File: config.mk
export PLATFORM = sky130hd
export DESIGN_NAME = synth_post_divider_output
export DESIGN_NICKNAME = d
export VERILOG_FILES = /design/src/synth_post_div_pkg.sv /design/src/post_div_regs.sv /design/src/synth_post_divider_output.sv
export SDC_FILE = /design/constraint.sdc
export NUM_CORES = 1
export LEC_CHECK = 0
export BUFFER_PORTS_ARGS = -buffer_cell sky130_fd_sc_hd__buf_2
export CORE_MARGIN = 5
export CORE_UTILIZATION = 40
export DETAILED_ROUTE_END_ITERATION = 12
export PLACE_DENSITY = 0.58
export SLEW_MARGIN = 20
export SYNTH_ARGS = -nofsm -noshare
export SYNTH_HDL_FRONTEND = slang
export SYNTH_SLANG_ARGS = --single-unit
File: constraint.sdc
create_clock -name clk_sys_i -period 11.9 [get_ports clk_sys_i]
set_clock_uncertainty 0.15 [all_clocks]
set_input_delay 0 -clock clk_sys_i [delete_from_list [all_inputs] [get_ports clk_sys_i]]
set_output_delay 0 -clock clk_sys_i [all_outputs]
set_load 0.01 [all_outputs]
File: src/synth_post_div_pkg.sv
package synth_post_div_pkg;

  // ----------------------------------------------------------------
  // register map (index * 4 = byte address on the bus)
  // ----------------------------------------------------------------
  localparam logic [7:0] THIRD_DIV_IDX = 8'h86;
  localparam logic [7:0] FOURTH_DIV_IDX = 8'h89;
  localparam logic [7:0] STAGE_STATUS_IDX = 8'hF0;
  localparam int ADDR_W = 10;
  localparam logic [23:0] DIV_RESET = 24'h000040;

  // ----------------------------------------------------------------
  // field layout and codes
  // ----------------------------------------------------------------
  localparam int KIND_LSB = 20;
  localparam int FRAME_TYPE_BIT = 19;
  localparam int POLARITY_BIT = 18;
  localparam int REF_SEL_LSB = 16;
  localparam logic [3:0] KIND_SPECIAL = 4'hF;
  localparam logic [1:0] THIRD_LF_CODE = 2'h2;
  localparam logic [1:0] FOURTH_LF_CODE = 2'h3;
  localparam logic [1:0] REF_SIB_A = 2'h0;
  localparam logic [1:0] REF_SIB_B = 2'h1;
  localparam logic [1:0] REF_SIB_C = 2'h2;
  localparam logic [1:0] REF_SIB_D = 2'h3;
  localparam int STAGES = 2;

  // one stage setting, packed in register bit order
  typedef struct packed {
    logic [3:0] kind;
    logic frame_type;
    logic polarity;
    logic [1:0] ref_sel;
    logic [15:0] rate;
  } stage_cfg_t;

  typedef enum logic [1:0] {
    MODE_DIV,
    MODE_LF,
    MODE_FRAME
  } stage_mode_t;

  // avalon slave group toward the register file
  typedef struct packed {
    logic [ADDR_W-1:0] address;
    logic read;
    logic write;
    logic [31:0] writedata;
    logic [3:0] byteenable;
  } avs_req_t;

endpackage : synth_post_div_pkg

File: src/post_div_regs.sv
`timescale 1ns/1ps
module post_div_regs (
  input wire logic clk_sys_i,
  input wire logic rst_i,
  input synth_post_div_pkg::avs_req_t req_i,
  input wire logic [31:0] status_i,
  output logic [31:0] readdata_o,
  output logic waitrequest_o,
  output synth_post_div_pkg::stage_cfg_t [1:0] cfg_o
);

  // ----------------------------------------------------------------
  // state
  // ----------------------------------------------------------------
  typedef struct packed {
    logic ack;
    logic [31:0] readdata;
    logic [1:0][23:0] div;
  } regs_state_t;

  regs_state_t s_reg;
  regs_state_t s_next;

  // byte-lane merge, used for both divider registers
  function automatic logic [23:0] merge_lanes(input logic [23:0] old_v,
                                              input logic [31:0] wdata,
                                              input logic [3:0] be);
    logic [23:0] v;
    v = old_v;
    for (int b = 0; b < 3; b++) begin
      if (be[b]) begin
        v[b*8 +: 8] = wdata[b*8 +: 8];
      end
    end
    return v;
  endfunction : merge_lanes

  // ----------------------------------------------------------------
  // bus slave: one wait cycle, answer on the second
  // ----------------------------------------------------------------
  // waitrequest is combinational so the master sees it in cycle 0
  assign waitrequest_o = (req_i.read | req_i.write) & ~s_reg.ack;

  always_comb begin
    logic [7:0] idx;
    idx = req_i.address[synth_post_div_pkg::ADDR_W-1:2];
    s_next = s_reg;
    s_next.ack = (req_i.read | req_i.write) & ~s_reg.ack;
    // read data is fetched in the wait cycle so it stands at the answer edge
    if (req_i.read && !s_reg.ack) begin
      unique case (idx)
        synth_post_div_pkg::THIRD_DIV_IDX: s_next.readdata = {8'h00, s_reg.div[0]};
        synth_post_div_pkg::FOURTH_DIV_IDX: s_next.readdata = {8'h00, s_reg.div[1]};
        synth_post_div_pkg::STAGE_STATUS_IDX: s_next.readdata = status_i;
        default: s_next.readdata = 32'h00000000; // unmapped reads zero
      endcase
    end
    // write lands only at the edge where waitrequest is low
    if (req_i.write && s_reg.ack) begin
      if (idx == synth_post_div_pkg::THIRD_DIV_IDX) begin
        s_next.div[0] = merge_lanes(s_reg.div[0], req_i.writedata, req_i.byteenable);
      end
      if (idx == synth_post_div_pkg::FOURTH_DIV_IDX) begin
        s_next.div[1] = merge_lanes(s_reg.div[1], req_i.writedata, req_i.byteenable);
      end
    end
  end

  // state register; defaults select plain divide by 64
  always_ff @(posedge clk_sys_i or posedge rst_i) begin
    if (rst_i) begin
      s_reg.ack <= 1'b0;
      s_reg.readdata <= 32'h00000000;
      s_reg.div[0] <= synth_post_div_pkg::DIV_RESET;
      s_reg.div[1] <= synth_post_div_pkg::DIV_RESET;
    end else begin
      s_reg <= s_next;
    end
  end

  assign readdata_o = s_reg.readdata;
  assign cfg_o = s_reg.div;

endmodule : post_div_regs

File: src/synth_post_divider_output.sv
// Added by the designer: the Avalon-MM interface to the registers.
`timescale 1ns/1ps
// Function
// - selector not all ones: divide by setting
// - third stage code 10: low-frequency clock
// - frame pulse one selected-clock period wide
// - bit 18 sets frame pulse polarity
// - bit 19: boundary mid-pulse or first edge
// - plain mode: frame bits join ratio
// - fourth stage: low bits count frame periods
// - fourth stage code 11: low-frequency clock
// - fourth stage source decode A,B,C,lowfreq
// - even ratios exact duty, odd near half
// - low-frequency near 1Hz, plain from 1KHz
// - third stage source decode A,B,lowfreq,D
// - third stage: low bits count frame periods
module synth_post_divider_output (
  input wire logic clk_sys_i,
  input wire logic rst_i,
  input wire logic [9:0] avs_address_i,
  input wire logic avs_read_i,
  input wire logic avs_write_i,
  input wire logic [31:0] avs_writedata_i,
  input wire logic [3:0] avs_byteenable_i,
  output logic [31:0] avs_readdata_o,
  output logic avs_waitrequest_o,
  input wire logic sib_a_clk_i,
  input wire logic sib_b_clk_i,
  input wire logic lf_en_i,
  output logic third_div_out_o,
  output logic fourth_div_out_o
);

  // ----------------------------------------------------------------
  // types
  // ----------------------------------------------------------------
  // per-stage working state
  typedef struct packed {
    logic [23:0] cnt;
    logic clk_out;
    logic sib_prev;
    logic pulse;
    logic pin;
  } stage_state_t;

  typedef struct packed {
    stage_state_t [1:0] st;
  } top_state_t;

  top_state_t s_reg;
  top_state_t s_next;

  synth_post_div_pkg::stage_cfg_t [1:0] cfg;
  synth_post_div_pkg::avs_req_t bus_req;
  logic [31:0] status_word;

  // ----------------------------------------------------------------
  // helpers
  // ----------------------------------------------------------------
  // mode from the kind nibble and the stage's own low-frequency code
  function automatic synth_post_div_pkg::stage_mode_t decode_mode(
      input synth_post_div_pkg::stage_cfg_t c, input logic [1:0] lf_code);
    if (c.kind != synth_post_div_pkg::KIND_SPECIAL) begin
      return synth_post_div_pkg::MODE_DIV;
    end else if (c.ref_sel == lf_code) begin
      return synth_post_div_pkg::MODE_LF;
    end else begin
      return synth_post_div_pkg::MODE_FRAME;
    end
  endfunction : decode_mode

  // a ratio of zero would never wrap, so it is taken as one
  function automatic logic [23:0] safe_ratio(input logic [23:0] n);
    return (n == 24'h000000) ? 24'h000001 : n;
  endfunction : safe_ratio

  // next value of a wrapping counter with terminal n-1
  function automatic logic [23:0] wrap_inc(input logic [23:0] c, input logic [23:0] n);
    return (c >= n - 24'h000001) ? 24'h000000 : c + 24'h000001;
  endfunction : wrap_inc

  // ----------------------------------------------------------------
  // register file
  // ----------------------------------------------------------------
  // group bus pins into the request carrier
  always_comb begin
    bus_req.address = avs_address_i;
    bus_req.read = avs_read_i;
    bus_req.write = avs_write_i;
    bus_req.writedata = avs_writedata_i;
    bus_req.byteenable = avs_byteenable_i;
  end

  // status shows each stage's live output and decoded mode
  assign status_word = {26'h0,
                        decode_mode(cfg[1], synth_post_div_pkg::FOURTH_LF_CODE),
                        decode_mode(cfg[0], synth_post_div_pkg::THIRD_LF_CODE),
                        s_reg.st[1].pin,
                        s_reg.st[0].pin};

  post_div_regs u_regs (
    .clk_sys_i(clk_sys_i),
    .rst_i(rst_i),
    .req_i(bus_req),
    .status_i(status_word),
    .readdata_o(avs_readdata_o),
    .waitrequest_o(avs_waitrequest_o),
    .cfg_o(cfg)
  );

  // ----------------------------------------------------------------
  // stage engines
  // ----------------------------------------------------------------
  // one pass per stage; stage 0 is the third divider, stage 1 the fourth
  always_comb begin
    synth_post_div_pkg::stage_mode_t mode;
    synth_post_div_pkg::stage_cfg_t c;
    stage_state_t cur;
    stage_state_t nx;
    logic [1:0] lf_code;
    logic sib;
    logic rise;
    logic fall;
    logic [23:0] full_n;
    logic [23:0] rate_n;
    logic [23:0] half_n;
    logic [23:0] cnt_nx;
    logic at_boundary;
    mode = synth_post_div_pkg::MODE_DIV;
    c = '0;
    cur = '0;
    nx = '0;
    lf_code = 2'h0;
    sib = 1'b0;
    rise = 1'b0;
    fall = 1'b0;
    full_n = 24'h000000;
    rate_n = 24'h000000;
    half_n = 24'h000000;
    cnt_nx = 24'h000000;
    at_boundary = 1'b0;
    s_next = s_reg;
    for (int i = 0; i < synth_post_div_pkg::STAGES; i++) begin
      c = cfg[i];
      cur = s_reg.st[i];
      nx = cur;
      lf_code = (i == 0) ? synth_post_div_pkg::THIRD_LF_CODE
                         : synth_post_div_pkg::FOURTH_LF_CODE;
      mode = decode_mode(c, lf_code);

      // source of the frame timing; the low-frequency code is never
      // a source because that code puts the stage in its own lf mode
      if (i == 0) begin
        unique case (c.ref_sel)
          synth_post_div_pkg::REF_SIB_A: sib = sib_a_clk_i;
          synth_post_div_pkg::REF_SIB_B: sib = sib_b_clk_i;
          synth_post_div_pkg::REF_SIB_C: sib = 1'b0;
          synth_post_div_pkg::REF_SIB_D: sib = s_reg.st[1].clk_out;
        endcase
      end else begin
        unique case (c.ref_sel)
          synth_post_div_pkg::REF_SIB_A: sib = sib_a_clk_i;
          synth_post_div_pkg::REF_SIB_B: sib = sib_b_clk_i;
          synth_post_div_pkg::REF_SIB_C: sib = s_reg.st[0].clk_out;
          synth_post_div_pkg::REF_SIB_D: sib = 1'b0;
        endcase
      end
      rise = sib & ~cur.sib_prev;
      fall = ~sib & cur.sib_prev;
      nx.sib_prev = sib;

      // whole 24 bits form the ratio in plain mode, low 16 otherwise
      full_n = safe_ratio(c);
      rate_n = safe_ratio({8'h00, c.rate});

      unique case (mode)
        synth_post_div_pkg::MODE_DIV: begin
          // high for floor(n/2) cycles: even ratios give exactly half,
          // odd ones lose half a cycle, which only matters when n is small
          half_n = {1'b0, full_n[23:1]};
          cnt_nx = wrap_inc(cur.cnt, full_n);
          nx.cnt = cnt_nx;
          nx.clk_out = (full_n == 24'h000001) ? 1'b0 : (cnt_nx < half_n);
          nx.pulse = 1'b0;
          nx.pin = nx.clk_out;
        end
        synth_post_div_pkg::MODE_LF: begin
          // lf_en_i runs at four times the base rate, so a half period
          // of n ticks gives twice base over n; slow rates like 1Hz
          // only need a slow enable and a long ratio
          if (lf_en_i) begin
            nx.cnt = wrap_inc(cur.cnt, rate_n);
            if (cur.cnt >= rate_n - 24'h000001) begin
              nx.clk_out = ~cur.clk_out;
            end
          end
          nx.pulse = 1'b0;
          nx.pin = cur.clk_out;
        end
        synth_post_div_pkg::MODE_FRAME: begin
          // boundary is the rising edge that ends each n-period frame
          at_boundary = (cur.cnt >= rate_n - 24'h000001);
          if (rise) begin
            nx.cnt = wrap_inc(cur.cnt, rate_n);
          end
          if (c.frame_type) begin
            // pulse starts on the boundary edge, one period long
            if (rise) begin
              nx.pulse = at_boundary;
            end
          end else begin
            // pulse runs falling edge to falling edge around the boundary
            if (fall) begin
              nx.pulse = at_boundary;
            end
          end
          nx.clk_out = 1'b0;
          nx.pin = cur.pulse ^ c.polarity;
        end
        default: begin
          nx.cnt = 24'h000000;
          nx.pin = 1'b0;
        end
      endcase
      s_next.st[i] = nx;
    end
  end

  // ----------------------------------------------------------------
  // state register
  // ----------------------------------------------------------------
  // counters restart from zero; the output pin starts low
  always_ff @(posedge clk_sys_i or posedge rst_i) begin
    if (rst_i) begin
      s_reg <= '0;
    end else begin
      s_reg <= s_next;
    end
  end

  // pins come straight from flip-flops to avoid glitches downstream
  assign third_div_out_o = s_reg.st[0].pin;
  assign fourth_div_out_o = s_reg.st[1].pin;

endmodule : synth_post_divider_output

=== Word level (Yosys, flattened, before mapping) ===
Index checks and enable logic that the tools add are counted.
W data, S select, Z words.

* Word-level logic and storage cells: 138
* Output and inout port bits: 35
* Register bits: 137
* Bits of input ports: 53

* Order comparisons: 6
* Bitwise operators: 15
* $add $sub $neg: 6
* Reduce and logical (&&, ||, !) cells: 29
* Muxes and demuxes: 37
* Equal/unequal tests: 27

{| class="wikitable"
|+ Operators with widths
! kind !! number
|-
| $pmux W24 S3 || 3
|-
| $mux W24 || 8
|-
| $ge A24 B24 Y1 || 4
|-
| $mux W25 || 2
|-
| $add A24 B1 Y24 const B || 2
|-
| $eq A24 B1 Y1 const B || 2
|-
| $logic_not A24 Y1 || 2
|-
| $lt A24 B23 Y1 || 2
|-
| $sub A24 B1 Y24 const B || 2
|-
| $sub A16 B1 Y17 const B || 2
|-
| $logic_not A16 Y1 || 2
|-
| $mux W16 || 2
|-
| $reduce_and A3 Y1 || 10
|-
| $eq A8 B8 Y1 const B || 3
|-
| $eq A2 B2 Y1 const B || 6
|-
| $ne A2 B2 Y1 const B || 6
|-
| $pmux W1 S3 || 4
|-
| $mux W1 || 10
|-
| $eq A2 B1 Y1 const B || 4
|-
| $logic_not A2 Y1 || 4
|-
| $mux W2 || 4
|-
| $ne A4 B4 Y1 const B || 2
|-
| $pmux W1 S4 || 2
|-
| $not A1 Y1 || 7
|-
| other kinds (12) || 25
|}

=== Logic depth before layout (Yosys ltp) ===
Gate-level depths: netlist (run 1).

* Word-level depth: 8
* Mapped depth: 29
* Depth with buffers taken out: 26

=== Modules after synthesis ===
From an unflattened synthesis (run 1), not the netlist that was laid out.

* Cells, all modules: 1433
* Area total of the unflattened synthesis: 12325.6 um^2

{| class="wikitable"
|+ By module, submodules not included
! module !! cells each !! area an instance (um^2) !! sequential area each (um^2) !! instances
|-
| synth_post_divider_output || 1064 || 8192.9 || 1401.3 || 1
|-
| post_div_regs || 369 || 4132.7 || 2029.4 || 1
|}

=== Least setup slack after synthesis (run 1) ===
OpenSTA, ideal clock, no wires.

* Path kind: reg2reg
* Start point: reg u_regs.s_reg (netlist bit u_regs.cfg_o[41])
* End point: reg s_reg[31] (netlist bit)
* Setup slack: 6.237 ns
* Data required time: 11.673 ns
* Path buffers: 3
* Clock period less this slack: 5.663 ns
* Setup time: 0.077 ns
* Cell stages (with the launch flop): 28
* Arrival: 5.436 ns
* Path through: dfrtp_1 -> clkbuf_1 -> or4_2 -> nor2_1 -> nand4_1 -> inv_1 -> a21oi_1 -> ha_1 -> and3_1 -> nand2_1 -> xnor2_1 -> ha_1 -> a211oi_1 -> nand2_1 -> nor3_1 -> a211oi_1 -> or4b_2 -> clkbuf_1 -> clkbuf_1 -> nor2_1 -> ha_1 -> a21oi_1 -> nand2_1 -> a221oi_1 -> nor3_1 -> o31ai_1 -> o2111ai_1 -> a21oi_1

* Longest elaborated chain between the ends: 8
* Elaborated cells on any way between the ends: 19
* Those cells by class: 1 x add/sub; 2 x order compare; 6 x eq/ne; 6 x mux; 4 x reduce/logical

{| class="wikitable"
|+ Ends and longest elaborated chain
! element !! RTL line !! text
|-
| start, declared || post_div_regs.sv:21 || <nowiki>regs_state_t s_reg;</nowiki>
|-
| start signal, assigned || post_div_regs.sv:77 || <nowiki>s_reg <= s_next;</nowiki>
|-
| $logic_not A24 Y1 || synth_post_divider_output.sv:74 || <nowiki>return (n == 24'h000000) ? 24'h000001 : n;</nowiki>
|-
| $mux W24 || synth_post_divider_output.sv:74 ||
|-
| $sub A24 B1 Y24 || synth_post_divider_output.sv:79 || <nowiki>return (c >= n - 24'h000001) ? 24'h000000 : c + 24'h000001;</nowiki>
|-
| $ge A24 B24 Y1 || synth_post_divider_output.sv:79 ||
|-
| $mux W24 || synth_post_divider_output.sv:79 ||
|-
| $lt A24 B23 Y1 || synth_post_divider_output.sv:183 || <nowiki>nx.clk_out = (full_n == 24'h000001) ? 1'b0 : (cnt_nx < half_n);</nowiki>
|-
| $mux W1 || synth_post_divider_output.sv:183 ||
|-
| $pmux W1 S3 || synth_post_divider_output.sv:176 || <nowiki>unique case (mode)</nowiki>
|-
| end signal, assigned || synth_post_divider_output.sv:237 || <nowiki>s_reg <= s_next;</nowiki>
|-
| end, declared || synth_post_divider_output.sv:50 || <nowiki>top_state_t s_reg;</nowiki>
|}

Several ways; a longest one is shown, not always the timed one.
A chain may end at the register's enable or synchronous reset.

==> impl_metrics.ini, run 1 <==
[synthesis]
yosys.area.top_type_share_pct = 27.8
avgSynthCellArea_um2 = 8.60
ys_async_sr_fraction_pct = 100
synth_top_cell_by_area = dfrtp_1
yosysSeqAreaShare_pct = 28.2
syn-instance-count = 1330
ys.warnings.count = 0
synth-edff-count = 0
synth.distinct_cells = 71
ys.flop_type = dfrtp_1
syn_area_mm2 = 0.0114
synth_seq_cells = 129
synth_area_leaders = dfrtp_1 (28%), ha_1 (16%), xnor2_1 (6.3%)

[critical_path]
endpoint_kind = register
worstSetupPathType = reg2reg
worst-path-max-fanout = 25
critPathRequiredTime_ns = 12.02
arrival_ns = 7.07
start_kind = register

[grt]
grt_use_total_pct = 20.9
first_global_vias = 9510
grt_pass1_wl_mm = 52.3
antenna_found_initial = 0
overflow = 0
grt_max_degree = 76

[clocking]
cts_sinks = 129
ctsResizeCount = 0
cts_tree = done
clkLatencyLatePin_ns = 0.44
cts.path.max_buffers = 2
numCtsBuffers = 17
root_buffer = clkbuf_16
path_clk_slew_ns = 0.07
cts_max_level = 4

[die]
start_util_pct = 40.2
coreArea_mm2 = 0.0285
io_pins = 88
die_h_um = 179
die_area_mm2 = 0.0321
die_w_um = 179
rows = 62

[timing]
final-hold-violation-count = 0
slew_headroom_pct = 39.1
tns_ns = 0
setup_viol = 0
period_minus_slack_ns = 6.95
worst_pin_slew_ns = 0.906
max_freq_ghz = 0.144
setup_slack_ns = 4.95
grt_setup_unrepaired = no
slew_violations = 0
period_share_pct = 58.4

[cells_and_area]
design_area_mm2 = 0.0129
area_growth_pct = 12.7
layout_common_cells = nor2_1 (169), ha_1 (148), dfrtp_1 (127), nand2_1 (105), xnor2_1 (82)
fin_nets = 1591
largest_reg_flops = 54
layout_commonest_cell = nor2_1
drive_gt1_share_pct = 13.5
utilization_pct = 45.3
antennaDiodeCount = 0

[routing]
maxUsedRoutingLayer = met4
post-route-drc-count = 0
dr_wl_met2_mm = 14.0
first_iter_violations = 857
drtPass1Iterations = 5
drtAntennaViolNets = 0
routed_via_density = 5.63
totalWireLength_mm = 33.2
wl_met1_mm = 16.4
route.detailed.wl_per_inst_um = 18.6
dr_wl_met3_mm = 2.07
vias = 10100

[place]
gp_congestion = 0.918
portBuffers = 68
post_dp_cell_area_mm2 = 0.0119
hpwlAfterDp_mm = 25.4
dp_slack_ns = 5.09

[min_path]
min_path_type = in2async

[power]
p_leak_nw = 5.98
power_density_mw_per_mm2 = 137
fin_total_pwr_mw = 1.76
ir_drop_uv = 97.5

[outcome]
run_status = finished clean

[flow_run]
cap_violations = 0
==> worst max-delay path, stage by stage (launching register included) <==
cell       delay (ns)
dfrtp_1          0.47
or4_2            0.73
nor2_1           0.24
nand4_1          0.27
inv_1            0.18
a21oi_1          0.12
ha_1             0.28
and3_1           0.24
nand2_1          0.20
nor2_1           0.07
nand4_1          0.10
xnor2_1          0.15
ha_1             0.28
nand4_1          0.12
nor2_1           0.08
o211ai_1         0.14
a211oi_1         0.11
or4b_2           0.94
nor2_1           0.19
ha_1             0.18
nand4_1          0.22
nor4_1           0.45
o2111ai_1        0.20
nor2_1           0.19
nor2_1           0.07
o2111ai_1        0.23
o221ai_1         0.17
==> per-layer routing <==
| layer | vias to the layer above | track usage, % |
|---|---|---|
| met3 | 46 | 3.80 |
| met1 | 4800 | 30.7 |
| met5 | - | 0 |
| met2 | 312 | 31.7 |
| met4 | 0 | 5.08 |
| li1 | 4900 | - |
==> layout make-up <==
| class | count | area, µm² |
|---|---|---|
| fill | 2818 | 15600 |
| multi-input combinational | 1065 | 7560 |
| sequential | 129 | 3230 |
| timing repair buffer | 112 | 773 |
| tap | 384 | 480 |
| clock buffer | 17 | 425 |
| inverter | 65 | 249 |
| clock inverter | 15 | 166 |
==> path summary, 6_finish.rpt <==
check	to	slack, ns	from	cells after the start
setup / recovery	fourth_div_out_o$_DFF_PP0_	4.95	u_regs.cfg_o[39]$_DFFE_PP0P_	26
hold reg to reg	u_regs.readdata_o[0]$_DFFE_PP0P_	0.34	u_regs.readdata_o[0]$_DFFE_PP0P_	2
min in group clk_sys_i	u_regs.readdata_o[0]$_DFFE_PP0P_	0.03	avs_address_i[5]	6
setup reg to reg	fourth_div_out_o$_DFF_PP0_	4.95	u_regs.cfg_o[39]$_DFFE_PP0P_	26
hold / removal	s_reg[7]$_DFFE_PP0P_	0.03	rst_i	3
max in group asynchronous	u_regs.cfg_o[10]$_DFFE_PP0P_	10.52	rst_i	5
==> cell usage after synthesis (all sizes together), types with 8 or more instances <==
| master | instances |
|---|---|
| a211oi | 13 |
| a21o | 20 |
| a21oi | 66 |
| a221oi | 24 |
| a22oi | 8 |
| and2 | 8 |
| and3 | 24 |
| and4 | 14 |
| buf | 38 |
| clkbuf | 40 |
| dfrtp | 127 |
| ha | 148 |
| inv | 64 |
| mux2 | 49 |
| nand2 | 105 |
| nand3 | 44 |
| nand4 | 40 |
| nor2 | 169 |
| nor3 | 26 |
| nor4 | 15 |
| o21a | 9 |
| o21ai | 46 |
| or2 | 11 |
| or3 | 14 |
| xnor2 | 82 |
| xor2 | 32 |
==> cells by family (layout without fill, tap and decap cells) <==
family | after synthesis | count (layout) | share of synthesized area [%]
fa+ha+maj | 148 | 148 | 16.2
xor+xnor | 114 | 114 | 8.73
compound gates | 249 | 249 | 14.8
mux | 51 | 51 | 5.00
simple gates | 495 | 495 | 21.1
other cells | 1 | 8 | 0.0328
buf+inv | 143 | 209 | 5.91
flops | 129 | 129 | 28.2
==> repair_timing <==
item	CTS	global route
setup buffers	0	0
hold buffers	33	0
hold endpoints to repair	109	0
==> metrics by stage <==
step           instances  hold WS, ns
2_1_floorplan       1337     -0.00882
3_3_place_gp        1721      -0.0397
3_5_place_dp        1721      -0.0367
4_1_cts             1786       0.0155
5_1_grt             1787       0.0810
6_report            1787       0.0266
==> where the power goes <==
group	leakage [nW]	switching, mW	internal [mW]
Clock	0.287	0.248	0.298
Sequential	1.73	0.0582	0.477
Combinational	3.96	0.385	0.298
Total	5.98	0.691	1.07
(Power assumes the default switching activity.)
==> run 2: changes to the inputs <==
--- a/config.mk
+++ b/config.mk
@@ -9,7 +9,7 @@
 export CORE_MARGIN = 5
 export CORE_UTILIZATION = 40
 export DETAILED_ROUTE_END_ITERATION = 12
-export PLACE_DENSITY = 0.58
+export PLACE_DENSITY = 0.6
 export SLEW_MARGIN = 20
 export SYNTH_ARGS = -nofsm -noshare
 export SYNTH_HDL_FRONTEND = slang
==> constraint.sdc (replaced) <==
create_clock -name clk_sys_i -period 6.2 [get_ports clk_sys_i]
set_clock_uncertainty 0.15 [all_clocks]
set_input_delay 0 -clock clk_sys_i [delete_from_list [all_inputs] [get_ports clk_sys_i]]
set_output_delay 0 -clock clk_sys_i [all_outputs]
set_load 0.01 [all_outputs]
==> run 2 against run 1 <==
  * Flip-flop and latch count unchanged
  * Design area is 3.6% higher
  * Via count grew 1.9%
  * Critical path type unchanged
  * Wire length increased by 5.7%
  * Critical path depth is 3 lower
  * Clock power up 92%
==> impl_metrics.ini, run 2 (synthesis gave the netlist of run 1 again) <==
[cells_and_area]
largest_reg_flops = 54
design_area_mm2 = 0.0133
layout_common_cells = nor2_1 (167), ha_1 (148), dfrtp_1 (126), nand2_1 (105), xnor2_1 (82)
seq_area_mm2 = 0.00323
antennaDiodeCount = 0
fin_nets = 1644
fill_cells = 2779
layout_commonest_cell = nor2_1
final_cells = 1839
area_growth_pct = 16.7
multiInputGateArea_mm2 = 0.00764
drive_gt1_share_pct = 17.5
utilization_pct = 46.9

[die]
io_pins = 88
die_h_um = 179
die_w_um = 179
coreArea_mm2 = 0.0285
start_util_pct = 40.2
die_area_mm2 = 0.0321
rows = 62

[critical_path]
r2r_slack_ns = 0.33
r2r_cells = 23
arrival_ns = 6.01
endpoint_kind = register
critPathRequiredTime_ns = 6.33
worstSetupPathType = reg2reg
cp-startpoint = u_regs.cfg_o[30]$_DFFE_PP1P_
reg2reg_to = fourth_div_out_o$_DFF_PP0_
worst-path-max-fanout = 21
start_kind = register
cp-endpoint = fourth_div_out_o$_DFF_PP0_
r2r-start = u_regs.cfg_o[30]$_DFFE_PP1P_

[place]
gp_congestion = 0.952
dp.cells = 1773
hpwlAfterDp_mm = 27.1
post_dp_cell_area_mm2 = 0.0123
portBuffers = 68
dp_slack_ns = 0.151

[timing]
period_share_pct = 94.8
setup_slack_ns = 0.325
slew_headroom_pct = 36.9
final-hold-violation-count = 0
max_freq_ghz = 0.170
grt_setup_unrepaired = no
slew_violations = 0
worst_pin_slew_ns = 0.947
period_minus_slack_ns = 5.87
tns_ns = 0
fin_hold_ws_ns = 0.0393
setup_viol = 0

[outcome]
run_status = finished clean

[clocking]
cts.path.max_buffers = 2
numCtsBuffers = 17
cts_max_level = 4
cts_tree = done
clkLatencyLatePin_ns = 0.44
root_buffer = clkbuf_16
cts_sinks = 129
path_clk_slew_ns = 0.06

[grt]
grt_use_total_pct = 21.9
grtUsageMet3_pct = 3.96
first_global_vias = 9657
grt_pass1_wl_mm = 54.5
met1_usage_pct = 32.2
antenna_found_initial = 0
busiest_layer = met2
grt_max_degree = 74
use_met2_pct = 32.4
overflow = 0

[min_path]
min_path_type = in2async

[power]
fin_total_pwr_mw = 3.46
p_leak_nw = 6.26
power_density_mw_per_mm2 = 259
ir_drop_uv = 192

[routing]
totalWireLength_mm = 35.0
route.detailed.wl_per_inst_um = 19.1
routed_via_density = 5.57
drtAntennaViolNets = 0
post-route-drc-count = 0
first_iter_violations = 914
drtPass1Iterations = 5
vias = 10200

[flow_run]
cap_violations = 0
[run 2: cell count changes in the layout (fill, tap and decap cells not counted), sizes merged]
cell	previous run	this run
buf	79	132
bufinv	1	2
clkbuf	17	18
inv	72	69
[run 2: worst min path at each step]
stage / cells past startpoint / to / slack, ns
3_3_place_gp: 2 / s_reg[6]$_DFFE_PP0P_ / -0.04
5_1_grt: 3 / s_reg[6]$_DFFE_PP0P_ / 0.12
4_1_cts: 3 / s_reg[6]$_DFFE_PP0P_ / 0.06
3_5_place_dp: 2 / s_reg[6]$_DFFE_PP0P_ / -0.03
6_report: 3 / s_reg[6]$_DFFE_PP0P_ / 0.04
2_1_floorplan: 2 / avs_waitrequest_o / -0.009
[run 2: routing by layer]
metal	vias to the layer above	wire length [µm]
met5	-	0
met3	45	2170
met4	0	954
met1	4908	17100
met2	291	14900
li1	5001	-
[run 2: power by group]
part	internal, mW	switching (mW)	total, mW
Clock	0.610	0.443	1.05
Combinational	0.609	0.768	1.38
Sequential	0.916	0.110	1.03
Total	2.13	1.32	3.46
[run 2: repair_timing]
item	4_1_cts	5_1_grt
endpoints found under the setup margin	0	4
resized for setup	0	19
setup buffers	0	2
hold endpoints to repair	111	0
hold buffers	33	0
[run 2: critical path, cell delays in order (launching register included)]
cell and delay (ns):
dfstp_2 0.56, nor4_1 0.08, buf_4 0.17, and4_1 0.22, or4_4 0.51, or3_4 0.37
or3_4 0.37, o31ai_4 0.20, a21boi_1 0.19, ha_1 0.27, and4_1 0.17, o211ai_1 0.10
a211oi_1 0.10, or4b_4 0.53, buf_8 0.18, a21oi_1 0.21, ha_1 0.16, nand4_1 0.14
nor4_2 0.29, o2111ai_1 0.18, nor2_1 0.12, nor2_1 0.06, o2111ai_2 0.23, o221ai_1 0.16
[run 2: cell type report]
type	instances	share of cell area, %
sequential	129	24.2
inverter	65	1.87
multi-input combinational	1065	57.2
clock inverter	13	1.14
clock buffer	18	3.29
tap	384	3.60
timing repair buffer	165	8.68
==> run 3: changes to the inputs <==
--- a/config.mk
+++ b/config.mk
@@ -9,7 +9,8 @@
 export CORE_MARGIN = 5
 export CORE_UTILIZATION = 40
 export DETAILED_ROUTE_END_ITERATION = 12
-export PLACE_DENSITY = 0.6
+export MAX_ROUTING_LAYER = met4
+export PLACE_DENSITY = 0.58
 export SLEW_MARGIN = 20
 export SYNTH_ARGS = -nofsm -noshare
 export SYNTH_HDL_FRONTEND = slang
==> constraint.sdc (replaced) <==
create_clock -name clk_sys_i -period 5.7 [get_ports clk_sys_i]
set_clock_uncertainty 0.15 [all_clocks]
set_input_delay 0 -clock clk_sys_i [delete_from_list [all_inputs] [get_ports clk_sys_i]]
set_output_delay 0 -clock clk_sys_i [all_outputs]
set_load 0.01 [all_outputs]
==> run 3 against run 2 <==
  * Die area did not move
  * Combinational power rose by 23%
  * Sequential share of layout area fell by 1.2 points
  * Critical path depth fell by 1
  * Maximum frequency rose by 4.6%
  * Register-to-register slack got worse by 0.24 ns
  * Wire length rose by 6.1%
  * Worst setup slack got worse by 0.24 ns
  * Global-route usage rose by 1.9 points
  * First-iteration DRC count rose by 3.9%
  * Via count rose by 3.8%
  * Non-clock buffer count rose by 54
  * Largest power group unchanged
  * Highest routed layer unchanged
==> impl_metrics.ini, run 3 (synthesis gave the netlist of run 1 again) <==
[clocking]
cts_tree = done
numCtsBuffers = 17
clkLatencyLatePin_ns = 0.44
cts_max_level = 4
cts_sinks = 129
path_clk_slew_ns = 0.06
cts.path.max_buffers = 2
root_buffer = clkbuf_16

[grt]
grt_pass1_wl_mm = 57.3
grt_use_total_pct = 23.8
grt_max_degree = 70
overflow = 0
use_met2_pct = 34.3
grtUsageMet3_pct = 2.80
met1_usage_pct = 35.4
first_global_vias = 10100
busiest_layer = met1
antenna_found_initial = 0

[power]
power_density_mw_per_mm2 = 287
p_leak_nw = 6.60
ir_drop_uv = 193

[die]
die_w_um = 179
coreArea_mm2 = 0.0285
die_h_um = 179
io_pins = 88
rows = 62
start_util_pct = 40.2
die_area_mm2 = 0.0321

[cells_and_area]
fin_nets = 1698
utilization_pct = 49.3
final_cells = 1894
layout_common_cells = nor2_1 (158), ha_1 (144), dfrtp_1 (127), buf_4 (114), nand2_1 (103)
area_growth_pct = 22.6
antennaDiodeCount = 0
drive_gt1_share_pct = 22.5
largest_reg_flops = 54
layout_commonest_cell = nor2_1

[critical_path]
endpoint_kind = register
reg2reg_to = s_reg[31]$_DFFE_PP0P_
critPathRequiredTime_ns = 5.90
arrival_ns = 5.82
r2r_cells = 22
worst-path-max-fanout = 12
start_kind = register
r2r_slack_ns = 0.08
r2r-start = u_regs.cfg_o[30]$_DFFE_PP1P_
worstSetupPathType = reg2reg

[min_path]
worstHoldEndpoint = u_regs.readdata_o[1]$_DFFE_PP0P_
min_path_type = in2reg
hold_depth = 6
hold_path.startpoint = avs_address_i[2]

[place]
gp_congestion = 0.929
dp.cells = 1823
portBuffers = 68
hpwlAfterDp_mm = 28.6

[outcome]
run_status = finished clean

[timing]
grt_setup_unrepaired = yes
slew_violations = 0
period_minus_slack_ns = 5.62
setup_viol = 0
slew_headroom_pct = 36.8
final-hold-violation-count = 0
period_share_pct = 98.6
max_freq_ghz = 0.178
worst_pin_slew_ns = 0.948

[routing]
drtAntennaViolNets = 0
vias = 10600
totalWireLength_mm = 37.2
first_iter_violations = 950
post-route-drc-count = 0
drtPass1Iterations = 5
route.detailed.wl_per_inst_um = 19.6
routed_via_density = 5.62

[flow_run]
cap_violations = 0
-- run 3: area by class of cell --
class / instances / area (µm²)
Fill cell: 2701 / 14400
Multi-Input combinational cell: 1065 / 7820
Sequential cell: 129 / 3230
Timing Repair Buffer: 219 / 1610
Tap cell: 384 / 480
Clock buffer: 18 / 439
Inverter: 65 / 249
Clock inverter: 14 / 194
-- run 3: worst max path at each step --
stage                                  from                    endpoint  slack [ns]  depth (start not counted)
3_5_place_dp   u_regs.cfg_o[39]$_DFFE_PP0P_  fourth_div_out_o$_DFF_PP0_       -0.31                         27
4_1_cts        u_regs.cfg_o[16]$_DFFE_PP0P_        s_reg[3]$_DFFE_PP0P_        0.06                         26
5_1_grt        u_regs.cfg_o[30]$_DFFE_PP1P_  fourth_div_out_o$_DFF_PP0_       -0.16                         23
3_3_place_gp   u_regs.cfg_o[39]$_DFFE_PP0P_  fourth_div_out_o$_DFF_PP0_       -0.16                         27
6_report       u_regs.cfg_o[30]$_DFFE_PP1P_       s_reg[31]$_DFFE_PP0P_        0.08                         22
2_1_floorplan  u_regs.cfg_o[41]$_DFFE_PP0P_       s_reg[31]$_DFFE_PP0P_        0.04                         27
-- run 3: what timing repair did --
action	CTS	global route
pin swaps	5	23
endpoints found under the setup margin	2	4
hold endpoints to repair	123	0
buffers inserted	1	3
resized for setup	10	54
hold buffers	32	0
cloned	1	2
-- run 3: layer usage --
layer | wire, µm | vias to the layer above
li1 | - | 5098
met2 | 15800 | 348
met1 | 18500 | 5149
met4 | 689 | 0
met3 | 2210 | 44
met5 | 0 | -
-- run 3: metrics by stage --
| step | power (mW) | worst slack [ns] | hold WS [ns] | instance area (µm²) | setup TNS, ns |
|---|---|---|---|---|---|
| global placement | 2.64 | -0.165 | 0.0151 | 12700 | -0.248 |
| finish | 4.02 | 0.0807 | 0.0667 | 14000 | 0 |
| global route | 4.30 | -0.157 | 0.103 | 14000 | -0.300 |
| detailed placement | 2.68 | -0.305 | 0.0201 | 12700 | -0.538 |
| CTS | 3.94 | 0.0605 | 0.0430 | 13800 | 0 |
| floorplan | 2.18 | 0.0367 | -0.00882 | 11500 | 0 |
-- run 3: critical path, stage by stage, from the launching register on --
cell       delay [ns]
dfstp_2          0.54
nor4_2           0.06
buf_4            0.16
and4_1           0.20
or4_4            0.49
or3_4            0.34
or3_4            0.35
o31ai_4          0.19
a21boi_2         0.19
ha_1             0.25
and4_1           0.16
o211ai_1         0.08
a211oi_1         0.06
or4b_4           0.57
buf_16           0.19
nor2_1           0.11
ha_1             0.23
and4_1           0.23
a221oi_2         0.25
nor3_1           0.07
o31ai_1          0.30
o2111ai_2        0.19
a21oi_1          0.18
-- run 3: power by group --
| group | internal [mW] | switching (mW) | total, mW |
|---|---|---|---|
| clock network | 0.717 | 0.493 | 1.21 |
| logic | 0.787 | 0.910 | 1.70 |
| registers | 0.996 | 0.116 | 1.11 |
| total | 2.50 | 1.52 | 4.02 |
